===== src/qdl_defs.vh =====
// Constants for the quad converter serial load control block
// ********************************************************
// ********************************************************
`ifndef QDL_DEFS_VH
`define QDL_DEFS_VH

// ********************************************************
// Serial frame
// ********************************************************
`define QDL_FRAME_BITS 32
`define QDL_CH_HI 21
`define QDL_CH_LO 20
`define QDL_DATA_HI 19
`define QDL_DATA_LO 4

// ********************************************************
// Codes
// ********************************************************
`define QDL_CODE_ZERO 16'h0000
`define QDL_CODE_MID 16'h8000
`define QDL_CODE_FULL 16'hFFFF
`define QDL_CLR_ZERO 2'h0
`define QDL_CLR_MID 2'h1
`define QDL_CLR_FULL 2'h2
`define QDL_POR_WAIT 2'h3

// ********************************************************
// Register map (byte addresses)
// ********************************************************
`define QDL_REG_CTRL 8'h00
`define QDL_REG_STATUS 8'h04
`define QDL_REG_WORD 8'h08
`define QDL_REG_CONV0 8'h10
`define QDL_REG_INPUT0 8'h20
`define QDL_CTRL_CLR_LO 0
`define QDL_CTRL_CLR_HI 1
`define QDL_CTRL_REF 2
`define QDL_CTRL_RESET 3'h0
`define QDL_RESP_OKAY 2'h0
`define QDL_RESP_SLVERR 2'h2

`endif


===== src/qdl_sync.v =====
// Two-stage synchroniser for pin inputs
`default_nettype none

module qdl_sync #(
  parameter WIDTH = 1,
  parameter [WIDTH-1:0] RESET_VAL = {WIDTH{1'b0}}
) (
  input wire clock,
  input wire rst,
  input wire [WIDTH-1:0] async_in,
  output reg [WIDTH-1:0] sync_out
);

  reg [WIDTH-1:0] stage1;

  // First stage feeds only the second
  always @(posedge clock or posedge rst) begin
    if (rst) begin
      stage1 <= RESET_VAL;
      sync_out <= RESET_VAL;
    end else begin
      stage1 <= async_in;
      sync_out <= stage1;
    end
  end

endmodule
`default_nettype wire


===== src/qdl_shift.v =====
// Serial frame receiver with shift register and serial output
`default_nettype none
`include "qdl_defs.vh"

module qdl_shift #(
  parameter BITS = `QDL_FRAME_BITS
) (
  input wire clock,
  input wire rst,
  input wire sclk_s,
  input wire frame_sync_n_s,
  input wire din_s,
  output reg word_valid,
  output reg [BITS-1:0] word,
  output reg frame_abort,
  output reg serial_out_pin
);

  reg sclk_prev;
  reg [BITS-1:0] shift;
  reg [5:0] count;
  wire sclk_fall;
  wire sclk_rise;

  assign sclk_fall = sclk_prev & ~sclk_s;
  assign sclk_rise = ~sclk_prev & sclk_s;

  always @(posedge clock or posedge rst) begin
    if (rst) begin
      // Idle level of the serial clock, no false rise after reset
      sclk_prev <= 1'b1;
      shift <= {BITS{1'b0}};
      count <= 6'h00;
      word_valid <= 1'b0;
      word <= {BITS{1'b0}};
      frame_abort <= 1'b0;
      serial_out_pin <= 1'b0;
    end else begin
      sclk_prev <= sclk_s;
      word_valid <= 1'b0;
      frame_abort <= 1'b0;
      if (frame_sync_n_s) begin
        // Partial frame dropped, nothing reaches the registers
        frame_abort <= (count != 6'h00) && (count < BITS[5:0]);
        count <= 6'h00;
      end else if (sclk_fall && count < BITS[5:0]) begin
        shift <= {shift[BITS-2:0], din_s};
        count <= count + 6'h01;
        if (count == BITS[5:0] - 6'h01) begin
          word_valid <= 1'b1;
          word <= {shift[BITS-2:0], din_s};
        end
      end
      // Oldest bit leaves on the rising edge for daisy-chaining
      if (sclk_rise) begin
        serial_out_pin <= shift[BITS-1];
      end
    end
  end

endmodule
`default_nettype wire


===== src/qdl_top.v =====
// Quad converter serial load control with AXI4-Lite register access
`default_nettype none
`include "qdl_defs.vh"

module qdl_top #(
  parameter CODE_W = 16,
  parameter CHANNELS = 4
) (
  input wire clock,
  input wire rst,
  input wire sclk_pin,
  input wire frame_sync_n,
  input wire din_pin,
  input wire load_strobe_n,
  input wire async_clear_n,
  input wire por_level_pin,
  output wire serial_out_pin,
  output wire [CODE_W-1:0] dac_code0,
  output wire [CODE_W-1:0] dac_code1,
  output wire [CODE_W-1:0] dac_code2,
  output wire [CODE_W-1:0] dac_code3,
  output wire ref_internal_on,
  output wire ref_is_output,
  input wire [7:0] s_axi_awaddr,
  input wire s_axi_awvalid,
  output wire s_axi_awready,
  input wire [31:0] s_axi_wdata,
  input wire [3:0] s_axi_wstrb,
  input wire s_axi_wvalid,
  output wire s_axi_wready,
  output reg [1:0] s_axi_bresp,
  output reg s_axi_bvalid,
  input wire s_axi_bready,
  input wire [7:0] s_axi_araddr,
  input wire s_axi_arvalid,
  output wire s_axi_arready,
  output reg [31:0] s_axi_rdata,
  output reg [1:0] s_axi_rresp,
  output reg s_axi_rvalid,
  input wire s_axi_rready
);

  // ********************************************************
  // Helpers
  // ********************************************************
  function [CODE_W-1:0] clear_value;
    input [1:0] sel;
    begin
      case (sel)
        `QDL_CLR_MID: clear_value = `QDL_CODE_MID;
        `QDL_CLR_FULL: clear_value = `QDL_CODE_FULL;
        default: clear_value = `QDL_CODE_ZERO;
      endcase
    end
  endfunction

  // Unmapped offsets fall outside every window
  function mapped;
    input [7:0] addr;
    begin
      mapped = (addr == `QDL_REG_CTRL) || (addr == `QDL_REG_STATUS) ||
        (addr == `QDL_REG_WORD) ||
        (addr >= `QDL_REG_CONV0 && addr < `QDL_REG_INPUT0 + 8'h10 &&
        addr[1:0] == 2'h0);
    end
  endfunction

  // ********************************************************
  // Pin synchronisers
  // ********************************************************
  wire sclk_s;
  wire frame_n_s;
  wire din_s;
  wire load_n_s;
  wire clear_n_s;
  wire por_s;

  // Strobes and serial clock rest high so reset release makes no false edge
  qdl_sync #(
    .WIDTH(6),
    .RESET_VAL(6'h3E)
  ) u_sync (
    .clock(clock),
    .rst(rst),
    .async_in({sclk_pin, frame_sync_n, din_pin, load_strobe_n, async_clear_n,
      por_level_pin}),
    .sync_out({sclk_s, frame_n_s, din_s, load_n_s, clear_n_s, por_s})
  );

  // ********************************************************
  // Serial receiver
  // ********************************************************
  wire word_valid;
  wire [31:0] word;
  wire frame_abort;

  qdl_shift #(
    .BITS(`QDL_FRAME_BITS)
  ) u_shift (
    .clock(clock),
    .rst(rst),
    .sclk_s(sclk_s),
    .frame_sync_n_s(frame_n_s),
    .din_s(din_s),
    .word_valid(word_valid),
    .word(word),
    .frame_abort(frame_abort),
    .serial_out_pin(serial_out_pin)
  );

  // ********************************************************
  // Input and converter registers
  // ********************************************************
  reg [CODE_W-1:0] in_reg [0:CHANNELS-1];
  reg [CODE_W-1:0] conv_reg [0:CHANNELS-1];
  reg [CHANNELS-1:0] pending;
  reg [CHANNELS-1:0] next_pending;
  reg [1:0] por_cnt;
  reg por_done;
  reg clear_prev;
  reg [31:0] last_word;
  reg [7:0] abort_count;
  reg [2:0] ctrl;
  wire clear_fall;
  wire load_open;
  wire [1:0] word_ch;
  integer i;

  // Edge found on the synchronised copy only
  assign clear_fall = clear_prev & ~clear_n_s;
  assign load_open = ~load_n_s & clear_n_s;
  assign word_ch = word[`QDL_CH_HI:`QDL_CH_LO];

  always @* begin
    next_pending = pending;
    if (load_open) begin
      next_pending = {CHANNELS{1'b0}};
    end
    // New data beats a copy in the same cycle
    if (word_valid) begin
      next_pending[word_ch] = 1'b1;
    end
  end

  always @(posedge clock or posedge rst) begin
    if (rst) begin
      for (i = 0; i < CHANNELS; i = i + 1) begin
        in_reg[i] <= `QDL_CODE_ZERO;
        conv_reg[i] <= `QDL_CODE_ZERO;
      end
      pending <= {CHANNELS{1'b0}};
      por_cnt <= 2'h0;
      por_done <= 1'b0;
      clear_prev <= 1'b1;
      last_word <= 32'h0000_0000;
      abort_count <= 8'h00;
    end else begin
      clear_prev <= clear_n_s;
      if (frame_abort && abort_count != 8'hFF) begin
        abort_count <= abort_count + 8'h01;
      end
      if (!por_done) begin
        // Level pin is caught once it has crossed both stages
        por_cnt <= por_cnt + 2'h1;
        if (por_cnt == `QDL_POR_WAIT) begin
          por_done <= 1'b1;
          for (i = 0; i < CHANNELS; i = i + 1) begin
            in_reg[i] <= por_s ? `QDL_CODE_MID : `QDL_CODE_ZERO;
            conv_reg[i] <= por_s ? `QDL_CODE_MID : `QDL_CODE_ZERO;
          end
        end
      end else if (clear_fall) begin
        for (i = 0; i < CHANNELS; i = i + 1) begin
          in_reg[i] <= clear_value(ctrl[`QDL_CTRL_CLR_HI:`QDL_CTRL_CLR_LO]);
          conv_reg[i] <= clear_value(ctrl[`QDL_CTRL_CLR_HI:`QDL_CTRL_CLR_LO]);
        end
        pending <= {CHANNELS{1'b0}};
      end else begin
        for (i = 0; i < CHANNELS; i = i + 1) begin
          if (load_open && pending[i]) begin
            conv_reg[i] <= in_reg[i];
          end
        end
        if (word_valid) begin
          in_reg[word_ch] <= word[`QDL_DATA_HI:`QDL_DATA_LO];
          last_word <= word;
        end
        pending <= next_pending;
      end
    end
  end

  assign dac_code0 = conv_reg[0];
  assign dac_code1 = conv_reg[1];
  assign dac_code2 = conv_reg[2];
  assign dac_code3 = conv_reg[3];
  assign ref_internal_on = ctrl[`QDL_CTRL_REF];
  assign ref_is_output = ctrl[`QDL_CTRL_REF];

  // ********************************************************
  // AXI4-Lite write channel
  // ********************************************************
  reg aw_held;
  reg w_held;
  reg [7:0] aw_addr_q;
  reg [31:0] w_data_q;
  reg w_strb0_q;
  wire aw_hs;
  wire w_hs;
  wire do_write;
  wire [7:0] wr_addr;
  wire [31:0] wr_data;
  wire wr_strb0;

  assign s_axi_awready = ~aw_held & ~s_axi_bvalid;
  assign s_axi_wready = ~w_held & ~s_axi_bvalid;
  assign aw_hs = s_axi_awvalid & s_axi_awready;
  assign w_hs = s_axi_wvalid & s_axi_wready;
  assign do_write = (aw_held | aw_hs) & (w_held | w_hs);
  assign wr_addr = aw_held ? aw_addr_q : s_axi_awaddr;
  assign wr_data = w_held ? w_data_q : s_axi_wdata;
  assign wr_strb0 = w_held ? w_strb0_q : s_axi_wstrb[0];

  always @(posedge clock or posedge rst) begin
    if (rst) begin
      aw_held <= 1'b0;
      w_held <= 1'b0;
      aw_addr_q <= 8'h00;
      w_data_q <= 32'h0000_0000;
      w_strb0_q <= 1'b0;
      s_axi_bvalid <= 1'b0;
      s_axi_bresp <= `QDL_RESP_OKAY;
      ctrl <= `QDL_CTRL_RESET;
    end else begin
      if (s_axi_bvalid && s_axi_bready) begin
        s_axi_bvalid <= 1'b0;
      end
      if (do_write) begin
        aw_held <= 1'b0;
        w_held <= 1'b0;
        s_axi_bvalid <= 1'b1;
        s_axi_bresp <= mapped(wr_addr) ? `QDL_RESP_OKAY : `QDL_RESP_SLVERR;
        // Only control is writable; other mapped words ignore data
        if (wr_addr == `QDL_REG_CTRL && wr_strb0) begin
          ctrl <= wr_data[2:0];
        end
      end else begin
        if (aw_hs) begin
          aw_held <= 1'b1;
          aw_addr_q <= s_axi_awaddr;
        end
        if (w_hs) begin
          w_held <= 1'b1;
          w_data_q <= s_axi_wdata;
          w_strb0_q <= s_axi_wstrb[0];
        end
      end
    end
  end

  // ********************************************************
  // AXI4-Lite read channel
  // ********************************************************
  reg [31:0] rd_word;
  wire [1:0] rd_idx;

  assign s_axi_arready = ~s_axi_rvalid;
  assign rd_idx = s_axi_araddr[3:2];

  always @* begin
    rd_word = 32'h0000_0000;
    if (s_axi_araddr == `QDL_REG_CTRL) begin
      rd_word = {29'h0000_0000, ctrl};
    end else if (s_axi_araddr == `QDL_REG_STATUS) begin
      rd_word = {16'h0000, abort_count, 1'b0, clear_n_s, load_n_s,
        por_done, pending};
    end else if (s_axi_araddr == `QDL_REG_WORD) begin
      rd_word = last_word;
    end else if (s_axi_araddr[7:4] == 4'h1) begin
      rd_word = {16'h0000, conv_reg[rd_idx]};
    end else if (s_axi_araddr[7:4] == 4'h2) begin
      rd_word = {16'h0000, in_reg[rd_idx]};
    end
  end

  always @(posedge clock or posedge rst) begin
    if (rst) begin
      s_axi_rvalid <= 1'b0;
      s_axi_rdata <= 32'h0000_0000;
      s_axi_rresp <= `QDL_RESP_OKAY;
    end else begin
      if (s_axi_rvalid && s_axi_rready) begin
        s_axi_rvalid <= 1'b0;
      end
      if (s_axi_arvalid && s_axi_arready) begin
        s_axi_rvalid <= 1'b1;
        s_axi_rdata <= mapped(s_axi_araddr) ? rd_word : 32'h0000_0000;
        s_axi_rresp <= mapped(s_axi_araddr) ? `QDL_RESP_OKAY : `QDL_RESP_SLVERR;
      end
    end
  end

endmodule
`default_nettype wire


===== config.mk =====
export PLATFORM = sky130hd
export DESIGN_NAME = qdl_top
export DESIGN_NICKNAME = d
export VERILOG_FILES = /design/src/qdl_sync.v /design/src/qdl_shift.v /design/src/qdl_top.v
export VERILOG_INCLUDE_DIRS = /design/src
export SDC_FILE = /design/constraint.sdc
export NUM_CORES = 1
export LEC_CHECK = 0
export ABC_CLOCK_PERIOD_IN_PS = 11500
export BUFFER_PORTS_ARGS = -buffer_cell sky130_fd_sc_hd__buf_2
export CAP_MARGIN = 20
export CELL_PAD_IN_SITES_DETAIL_PLACEMENT = 0
export CELL_PAD_IN_SITES_GLOBAL_PLACEMENT = 1
export CORE_MARGIN = 1
export CORE_UTILIZATION = 47
export DETAILED_ROUTE_END_ITERATION = 12
export GPL_TIMING_DRIVEN = 0
export PLACE_DENSITY = 0.86
export SYNTH_ARGS = -nofsm -noshare
export SYNTH_HDL_FRONTEND = slang
export SYNTH_SLANG_ARGS = --single-unit

===== constraint.sdc =====
create_clock -name clock -period 11.5 [get_ports clock]
set_input_delay 0 -clock clock [delete_from_list [all_inputs] [get_ports clock]]
set_output_delay 0 -clock clock [all_outputs]
set_load 0.005 [all_outputs]

==> impl_metrics.tcl, run 1 <==
set metrics [dict create \
    outcome "finished, final reports clean" \
    dominantRegCellSynth "dfrtp_1" \
    path_class "reg -> reg" \
    switching_share_pct 26.79 \
    grt_setup_unrepaired "no" \
    hold_viol_final 0 \
    worstPathCellList "nor3b_2, nor3b_2, buf_2, mux2_2" \
    cts-root-buf "clkbuf_16" \
    synth_cell_types 53 \
    post_drt_wl_per_cell_um 21.86 \
    final_cells 1820 \
    area_delta_synth_final_pct 18.40 \
    yosys_register_bits 315 \
    chipWidth_um 174.9 \
    via_per_inst 5.930 \
    synth_top_area_cell "dfrtp_1" \
    ios 173 \
    power.leakage_uw 0.007656 \
    endpoint_kind "flip-flop" \
    reg2reg_from "u_shift.sclk_prev" \
    slowest_delay_ns 0.53 \
    grt_max_degree 115 \
    grt_pass1_vias 10600 \
    final-seq-area_sq_um 7898 \
    pwr-share-comb_pct 12.9 \
    coreArea_sq_um 29090 \
    start_util_pct 48.29 \
    irDropWorstVdd_mv 0.1222 \
    p_switching_uw 739.2 \
    setup_violations 0 \
    cts_resized 0 \
    ant_nets 0 \
    slew_headroom_pct 45.07 \
    largest_reg_flops 64 \
    crit_fanout 10 \
    final_layout_size_suffix_gt1_share_pct 28.06 \
    final_cell_area_sq_um 16630 \
    numPortBuffers 136 \
    synthesis.area_sq_um 14050 \
    finalMaxSlewViolations 0 \
    dieArea_sq_um 30580 \
    cts_buffers 35 \
    routed_wl_um 39780 \
    cts.sinks 315 \
    drt_iter0_markers 1113 \
    rows 62 \
    seq_power_share_pct 47.9 \
    seq_area_frac_synth_pct 56.22 \
    placed_cell_area_sq_um 15270 \
    period_minus_slack_ns 2.296 \
    synth_most_common_cell "dfrtp_1" \
    antenna-diode-count 0 \
    crit_arrival_ns 2.69 \
    cts.htree.levels 2 \
    netlist_instances 1211 \
    cp.required_ns 11.89 \
    drc 0 \
    synth_edf_count 0 \
    gp_congestion 0.9508 \
    grt_use_total_pct 26.51 \
    fin_nets 1482 \
    synth_area_leaders "dfrtp_1 (54%), mux2_2 (9.1%), mux4_2 (5.1%)" \
    clkTransAtPathRegs_ns 0.06 \
    hold_class "in -> reg" \
    dp_hpwl_um 28350 \
    postCtsSetupRepairBufs 0 \
    vias 10790 \
    place_inst 1734 \
    yosys.area.top_type_share_pct 53.98 \
    worstSkewPairLatency_ns 0.52 \
    skew_ns 0.02071 \
    cp_slowest_cell "dfstp_2" \
    timing.final.crit_share_pct 19.96 \
    crit_start "u_shift.sclk_prev" \
    cap_violations 0 \
    dr.pass1.iters 6 \
    fillerInstances 2466 \
    overflow 0 \
    internal_power_uw 2021 \
    max-clock-path-buffers 3 \
    synth-async-reset-ratio_pct 100.0 \
    die_h_um 174.9 \
    ys_top_cells_by_count "dfrtp_1 (303), nand2_1 (149), o21ai_0 (132)" \
    syn-mean-instance-area_sq_um 11.60 \
    hold_start "s_axi_araddr[2]" \
    grt_first_pass_wirelength_um 62220 \
    cp-start-kind "flip-flop" \
    cp_common_cell "nor3b_2" \
    whs_ns 0.03857 \
    clkPwrFrac_pct 39.2 \
    fmax_mhz 435.6 \
    multi_input_area_sq_um 5687 \
    p_per_area_nw_per_um2 165.9 \
    ys_warn_count 0 \
    worst_slew_pin_slew_ns 0.8164 \
    cts_tree "done" \
    antenna_found_initial 0 \
]
## power by group through the flow
stage / sequential (uW) / combinational [uW] / clock, uW
3_3_place_gp: 1330 / 337 / 0
3_5_place_dp: 1340 / 348 / 0
6_report: 1320 / 357 / 1080
2_1_floorplan: 1300 / 231 / 0
4_1_cts: 1320 / 357 / 1100
5_1_grt: 1330 / 397 / 1140
## path summary, 6_finish.rpt
path	endpoint	slack (ns)	depth (start not counted)
worst max-delay path	u_shift.word[22]	9.20	4
worst min-delay path	s_axi_rresp[1]	0.04	3
worst max register to register	u_shift.word[22]	9.20	4
worst min register to register	u_sync.sync_out[0]	0.35	0
max in group asynchronous	aw_addr_q[3]	10.27	4
min in group asynchronous	dac_code1[5]	0.21	3
## worst max-delay path, delay by kind of cell (launching register included)
family,cells,cell delay [ns]
AND/OR/NAND/NOR,2,0.91
buffers and inverters,1,0.35
flip-flops,1,0.53
multiplexers,1,0.38
## final cells by class
type	count	share of cell area [%]
well taps	384	2.889
inverters	9	0.2483
multi-input cells	786	34.19
flip-flops and latches	315	47.48
clock buffers	55	6.387
repair buffers	163	5.928
plain buffers	102	2.603
clock inverters	6	0.2708
## placed cells by master, fill, tap and decap left out, types with 8 or more instances in the layout
cell type / Yosys / layout
a22o_1: 17 / 17
inv_1: 9 / 8
nand3b_1: 8 / 8
mux4_2: 32 / 32
a31o_2: 8 / 8
nand2_1: 149 / 149
o31ai_1: 67 / 67
o21ai_0: 132 / 132
dlygate4sd3_1: 0 / 25
a22oi_1: 17 / 17
o31ai_2: 10 / 10
clkbuf_1: 73 / 83
a31oi_1: 8 / 8
o21a_1: 17 / 17
buf_2: 21 / 157
dfrtp_1: 303 / 303
dfstp_2: 12 / 12
xor2_1: 8 / 8
clkbuf_16: 0 / 36
clkbuf_8: 0 / 9
mux2_2: 114 / 114
nor2b_1: 11 / 11
nor2_1: 35 / 35
a21oi_1: 81 / 81
## cells by family (layout without fill, tap and decap cells)
group	Yosys count	count (layout)	share of synthesized area, %
other	1	2	0.02670
XOR/XNOR	13	13	0.8106
AND/OR/NAND/NOR	247	247	8.043
multiplexers	151	151	14.63
buffers and inverters	111	335	3.322
AO/OA/AOI/OAI	368	368	16.50
adder cells (fa/ha/maj)	5	5	0.4454
flip-flops	315	315	56.22
## metrics by stage
step | util, % | setup slack (ns) | setup TNS, ns | total power (uW)
2_1_floorplan | - | 2.805 | 0 | 1533
3_3_place_gp | 52.29 | -0.4868 | -137.82 | 1666
3_5_place_dp | 52.51 | 9.195 | 0 | 1685
4_1_cts | 57.17 | 9.158 | 0 | 2771
5_1_grt | 57.17 | 9.023 | 0 | 2874
6_report | 57.17 | 9.204 | 0 | 2760
## metal layers
| metal | track usage [%] | wire [um] | vias up |
|---|---|---|---|
| met3 | 5.004 | 3199 | 83 |
| li1 | - | - | 4792 |
| met5 | 0 | 0 | - |
| met4 | 10.51 | 1578 | 0 |
| met1 | 37.55 | 17060 | 5427 |
| met2 | 40.41 | 17940 | 490 |
## what timing repair did
item,CTS,global route
endpoints found under the hold margin,130,0
endpoints found under the setup margin,0,0
hold buffers,25,0
(Power assumes the default switching activity.)
==> inputs of run 2 (changes only) <==
--- a/config.mk
+++ b/config.mk
@@ -6,7 +6,7 @@
 export SDC_FILE = /design/constraint.sdc
 export NUM_CORES = 1
 export LEC_CHECK = 0
-export ABC_CLOCK_PERIOD_IN_PS = 11500
+export ABC_CLOCK_PERIOD_IN_PS = 2400
 export BUFFER_PORTS_ARGS = -buffer_cell sky130_fd_sc_hd__buf_2
 export CAP_MARGIN = 20
 export CELL_PAD_IN_SITES_DETAIL_PLACEMENT = 0
==> constraint.sdc (replaced) <==
create_clock -name clock -period 2.4 [get_ports clock]
set_input_delay 0 -clock clock [delete_from_list [all_inputs] [get_ports clock]]
set_output_delay 0 -clock clock [all_outputs]
set_load 0.005 [all_outputs]
==> run 2 against run 1 <==
  * Global-route usage is 0.23 points lower
  * Largest cell class unchanged
  * Register-to-register slack worse by 9.1 ns
  * Non-clock buffer count is 10 higher
  * Cell count is 0.55% higher
  * Routed wire length is 0.65% lower
  * Count of clock-buffer cells in the layout is 9 lower
  * Die area stayed put
  * Critical path depth is 2 higher
  * Critical endpoint is now dac_code1[11]
  * Critical path type unchanged
==> impl_metrics.tcl, run 2 (synthesis gave the netlist of run 1 again) <==
set metrics [dict create \
    outcome "finished, final reports clean" \
    cts.sinks 315 \
    cp.required_ns 2.82 \
    cts.htree.levels 2 \
    via_per_inst 5.897 \
    rows 62 \
    reg2reg_from "u_sync.sync_out[1]" \
    power.leakage_uw 0.007744 \
    fin_util_pct 57.72 \
    skew_ns 0.02451 \
    grt_setup_unrepaired "no" \
    timing.final.crit_share_pct 96.59 \
    post-place-ws_ns 0.1100 \
    reg2reg_depth 6 \
    rr_endpoint "dac_code1[11]" \
    worstSkewPairLatency_ns 0.52 \
    largest_reg_flops 64 \
    holdPathStages 4 \
    worst_slew_pin_slew_ns 0.8867 \
    place_inst 1740 \
    cts_buffers 34 \
    numPortBuffers 136 \
    area_delta_synth_final_pct 19.54 \
    cts-root-buf "clkbuf_16" \
    overflow 0 \
    post_drt_wl_per_cell_um 21.60 \
    ios 173 \
    final-seq-area_sq_um 7898 \
    path_class "reg -> reg" \
    grt_max_degree 44 \
    start_util_pct 48.29 \
    cap_violations 0 \
    chipWidth_um 174.9 \
    finalMaxSlewViolations 0 \
    fin_nets 1491 \
    routed_wl_um 39530 \
    crit_start "u_sync.sync_out[1]" \
    gp_congestion 0.9363 \
    max-clock-path-buffers 3 \
    cts_tree "done" \
    period_minus_slack_ns 2.318 \
    final_cell_mix "dfrtp_1 (303), buf_2 (157), nand2_1 (149)" \
    p_per_area_nw_per_um2 793.8 \
    grt_use_total_pct 26.28 \
    fmax_mhz 431.4 \
    coreArea_sq_um 29090 \
    vias 10790 \
    antenna-diode-count 0 \
    irDropWorstVdd_mv 0.4340 \
    r2r_setup_slack_ns 0.08 \
    slew_headroom_pct 40.77 \
    setup_violations 0 \
    dieArea_sq_um 30580 \
    antenna_found_initial 0 \
    crit_fanout 10 \
    clkTransAtPathRegs_ns 0.06 \
    report.power.total_uw 13330 \
    ant_nets 0 \
    final_cells 1830 \
    die_h_um 174.9 \
    drc 0 \
    hold_viol_final 0 \
    grt_pass1_vias 10670 \
    hold_start "s_axi_araddr[1]" \
    dr.pass1.iters 6 \
    hold_end "s_axi_rresp[1]" \
    setup_ws_ns 0.08185 \
    crit_arrival_ns 2.74 \
    hold_class "in -> reg" \
    drt_iter0_markers 1014 \
    fillerInstances 2388 \
    final_common_cell "dfrtp_1" \
    cp-start-kind "flip-flop" \
    final_layout_size_suffix_gt1_share_pct 28.70 \
    multi_input_area_sq_um 5693 \
    dp_hpwl_um 28790 \
    endpoint_kind "flip-flop" \
    grt_first_pass_wirelength_um 61710 \
]
[run 2: cell count changes in the layout (fill, tap and decap cells not counted), moves of 2 or more]
cell / before / now
buf_12: 0 / 8
clkbuf_1: 83 / 77
clkinv_2: 4 / 10
dlygate4sd3_1: 25 / 29
buf_16: 2 / 0
bufinv_16: 0 / 2
clkbuf_16: 36 / 34
[run 2: stage by stage]
step	TNS [ns]	cell area (sq um)	hold WS, ns
2_1_floorplan	-549.38	14050	0.004478
3_3_place_gp	-1095.08	15220	0.1047
3_5_place_dp	0	15380	0.1062
4_1_cts	0	16790	0.01062
5_1_grt	0	16790	0.08613
6_report	0	16790	0.02120
[run 2: worst max-delay path by stage]
| stage | end | slack [ns] | cells after the start |
|---|---|---|---|
| 6_report | dac_code1[11] | 0.08 | 6 |
| 5_1_grt | dac_code3[5] | 0.03 | 6 |
| 4_1_cts | u_shift.word[23] | 0.08 | 4 |
| 3_5_place_dp | u_shift.word[23] | 0.11 | 4 |
| 3_3_place_gp | aw_addr_q[4] | -3.57 | 2 |
| 2_1_floorplan | abort_count[0] | -1.79 | 1 |
[run 2: critical path: stages, from the launching register on]
cell and delay (ns):
dfstp_2 0.66, nand2b_1 0.18, buf_2 0.24, o21a_1 0.30, clkbuf_1 0.44, o21ai_0 0.20, o21ai_0 0.20
[run 2: power breakdown]
part,switching (uW),total [uW],leakage (uW),internal [uW]
registers,496,6340,0.00418,5840
clock network,2130,5210,0.000565,3080
logic,920,1780,0.00300,862
total,3550,13300,0.00774,9780
[run 2: layer usage]
metal  vias up  GRT usage, %  part of all wire, %
li1       4830             -                    -
met1      5346         37.11                   43
met2       540         39.40                   45
met3        76         6.571                  9.3
met4         0         9.457                  3.5
met5         -             0                    0
[run 2: cell type report]
type,instances,area share (%)
Clock buffer,46,5.812
Inverter,9,0.2235
Tap cell,384,2.861
Clock inverter,15,0.8569
Sequential cell,315,47.03
Buffer,102,2.578
Timing Repair Buffer,173,6.736
Multi-Input combinational cell,786,33.90
[run 2: what timing repair did]
action	4_1_cts	5_1_grt
endpoints found under the setup margin	0	9
buffers inserted	0	0
gates resized for setup	0	1
hold endpoints to repair	62	0
hold buffers	29	0
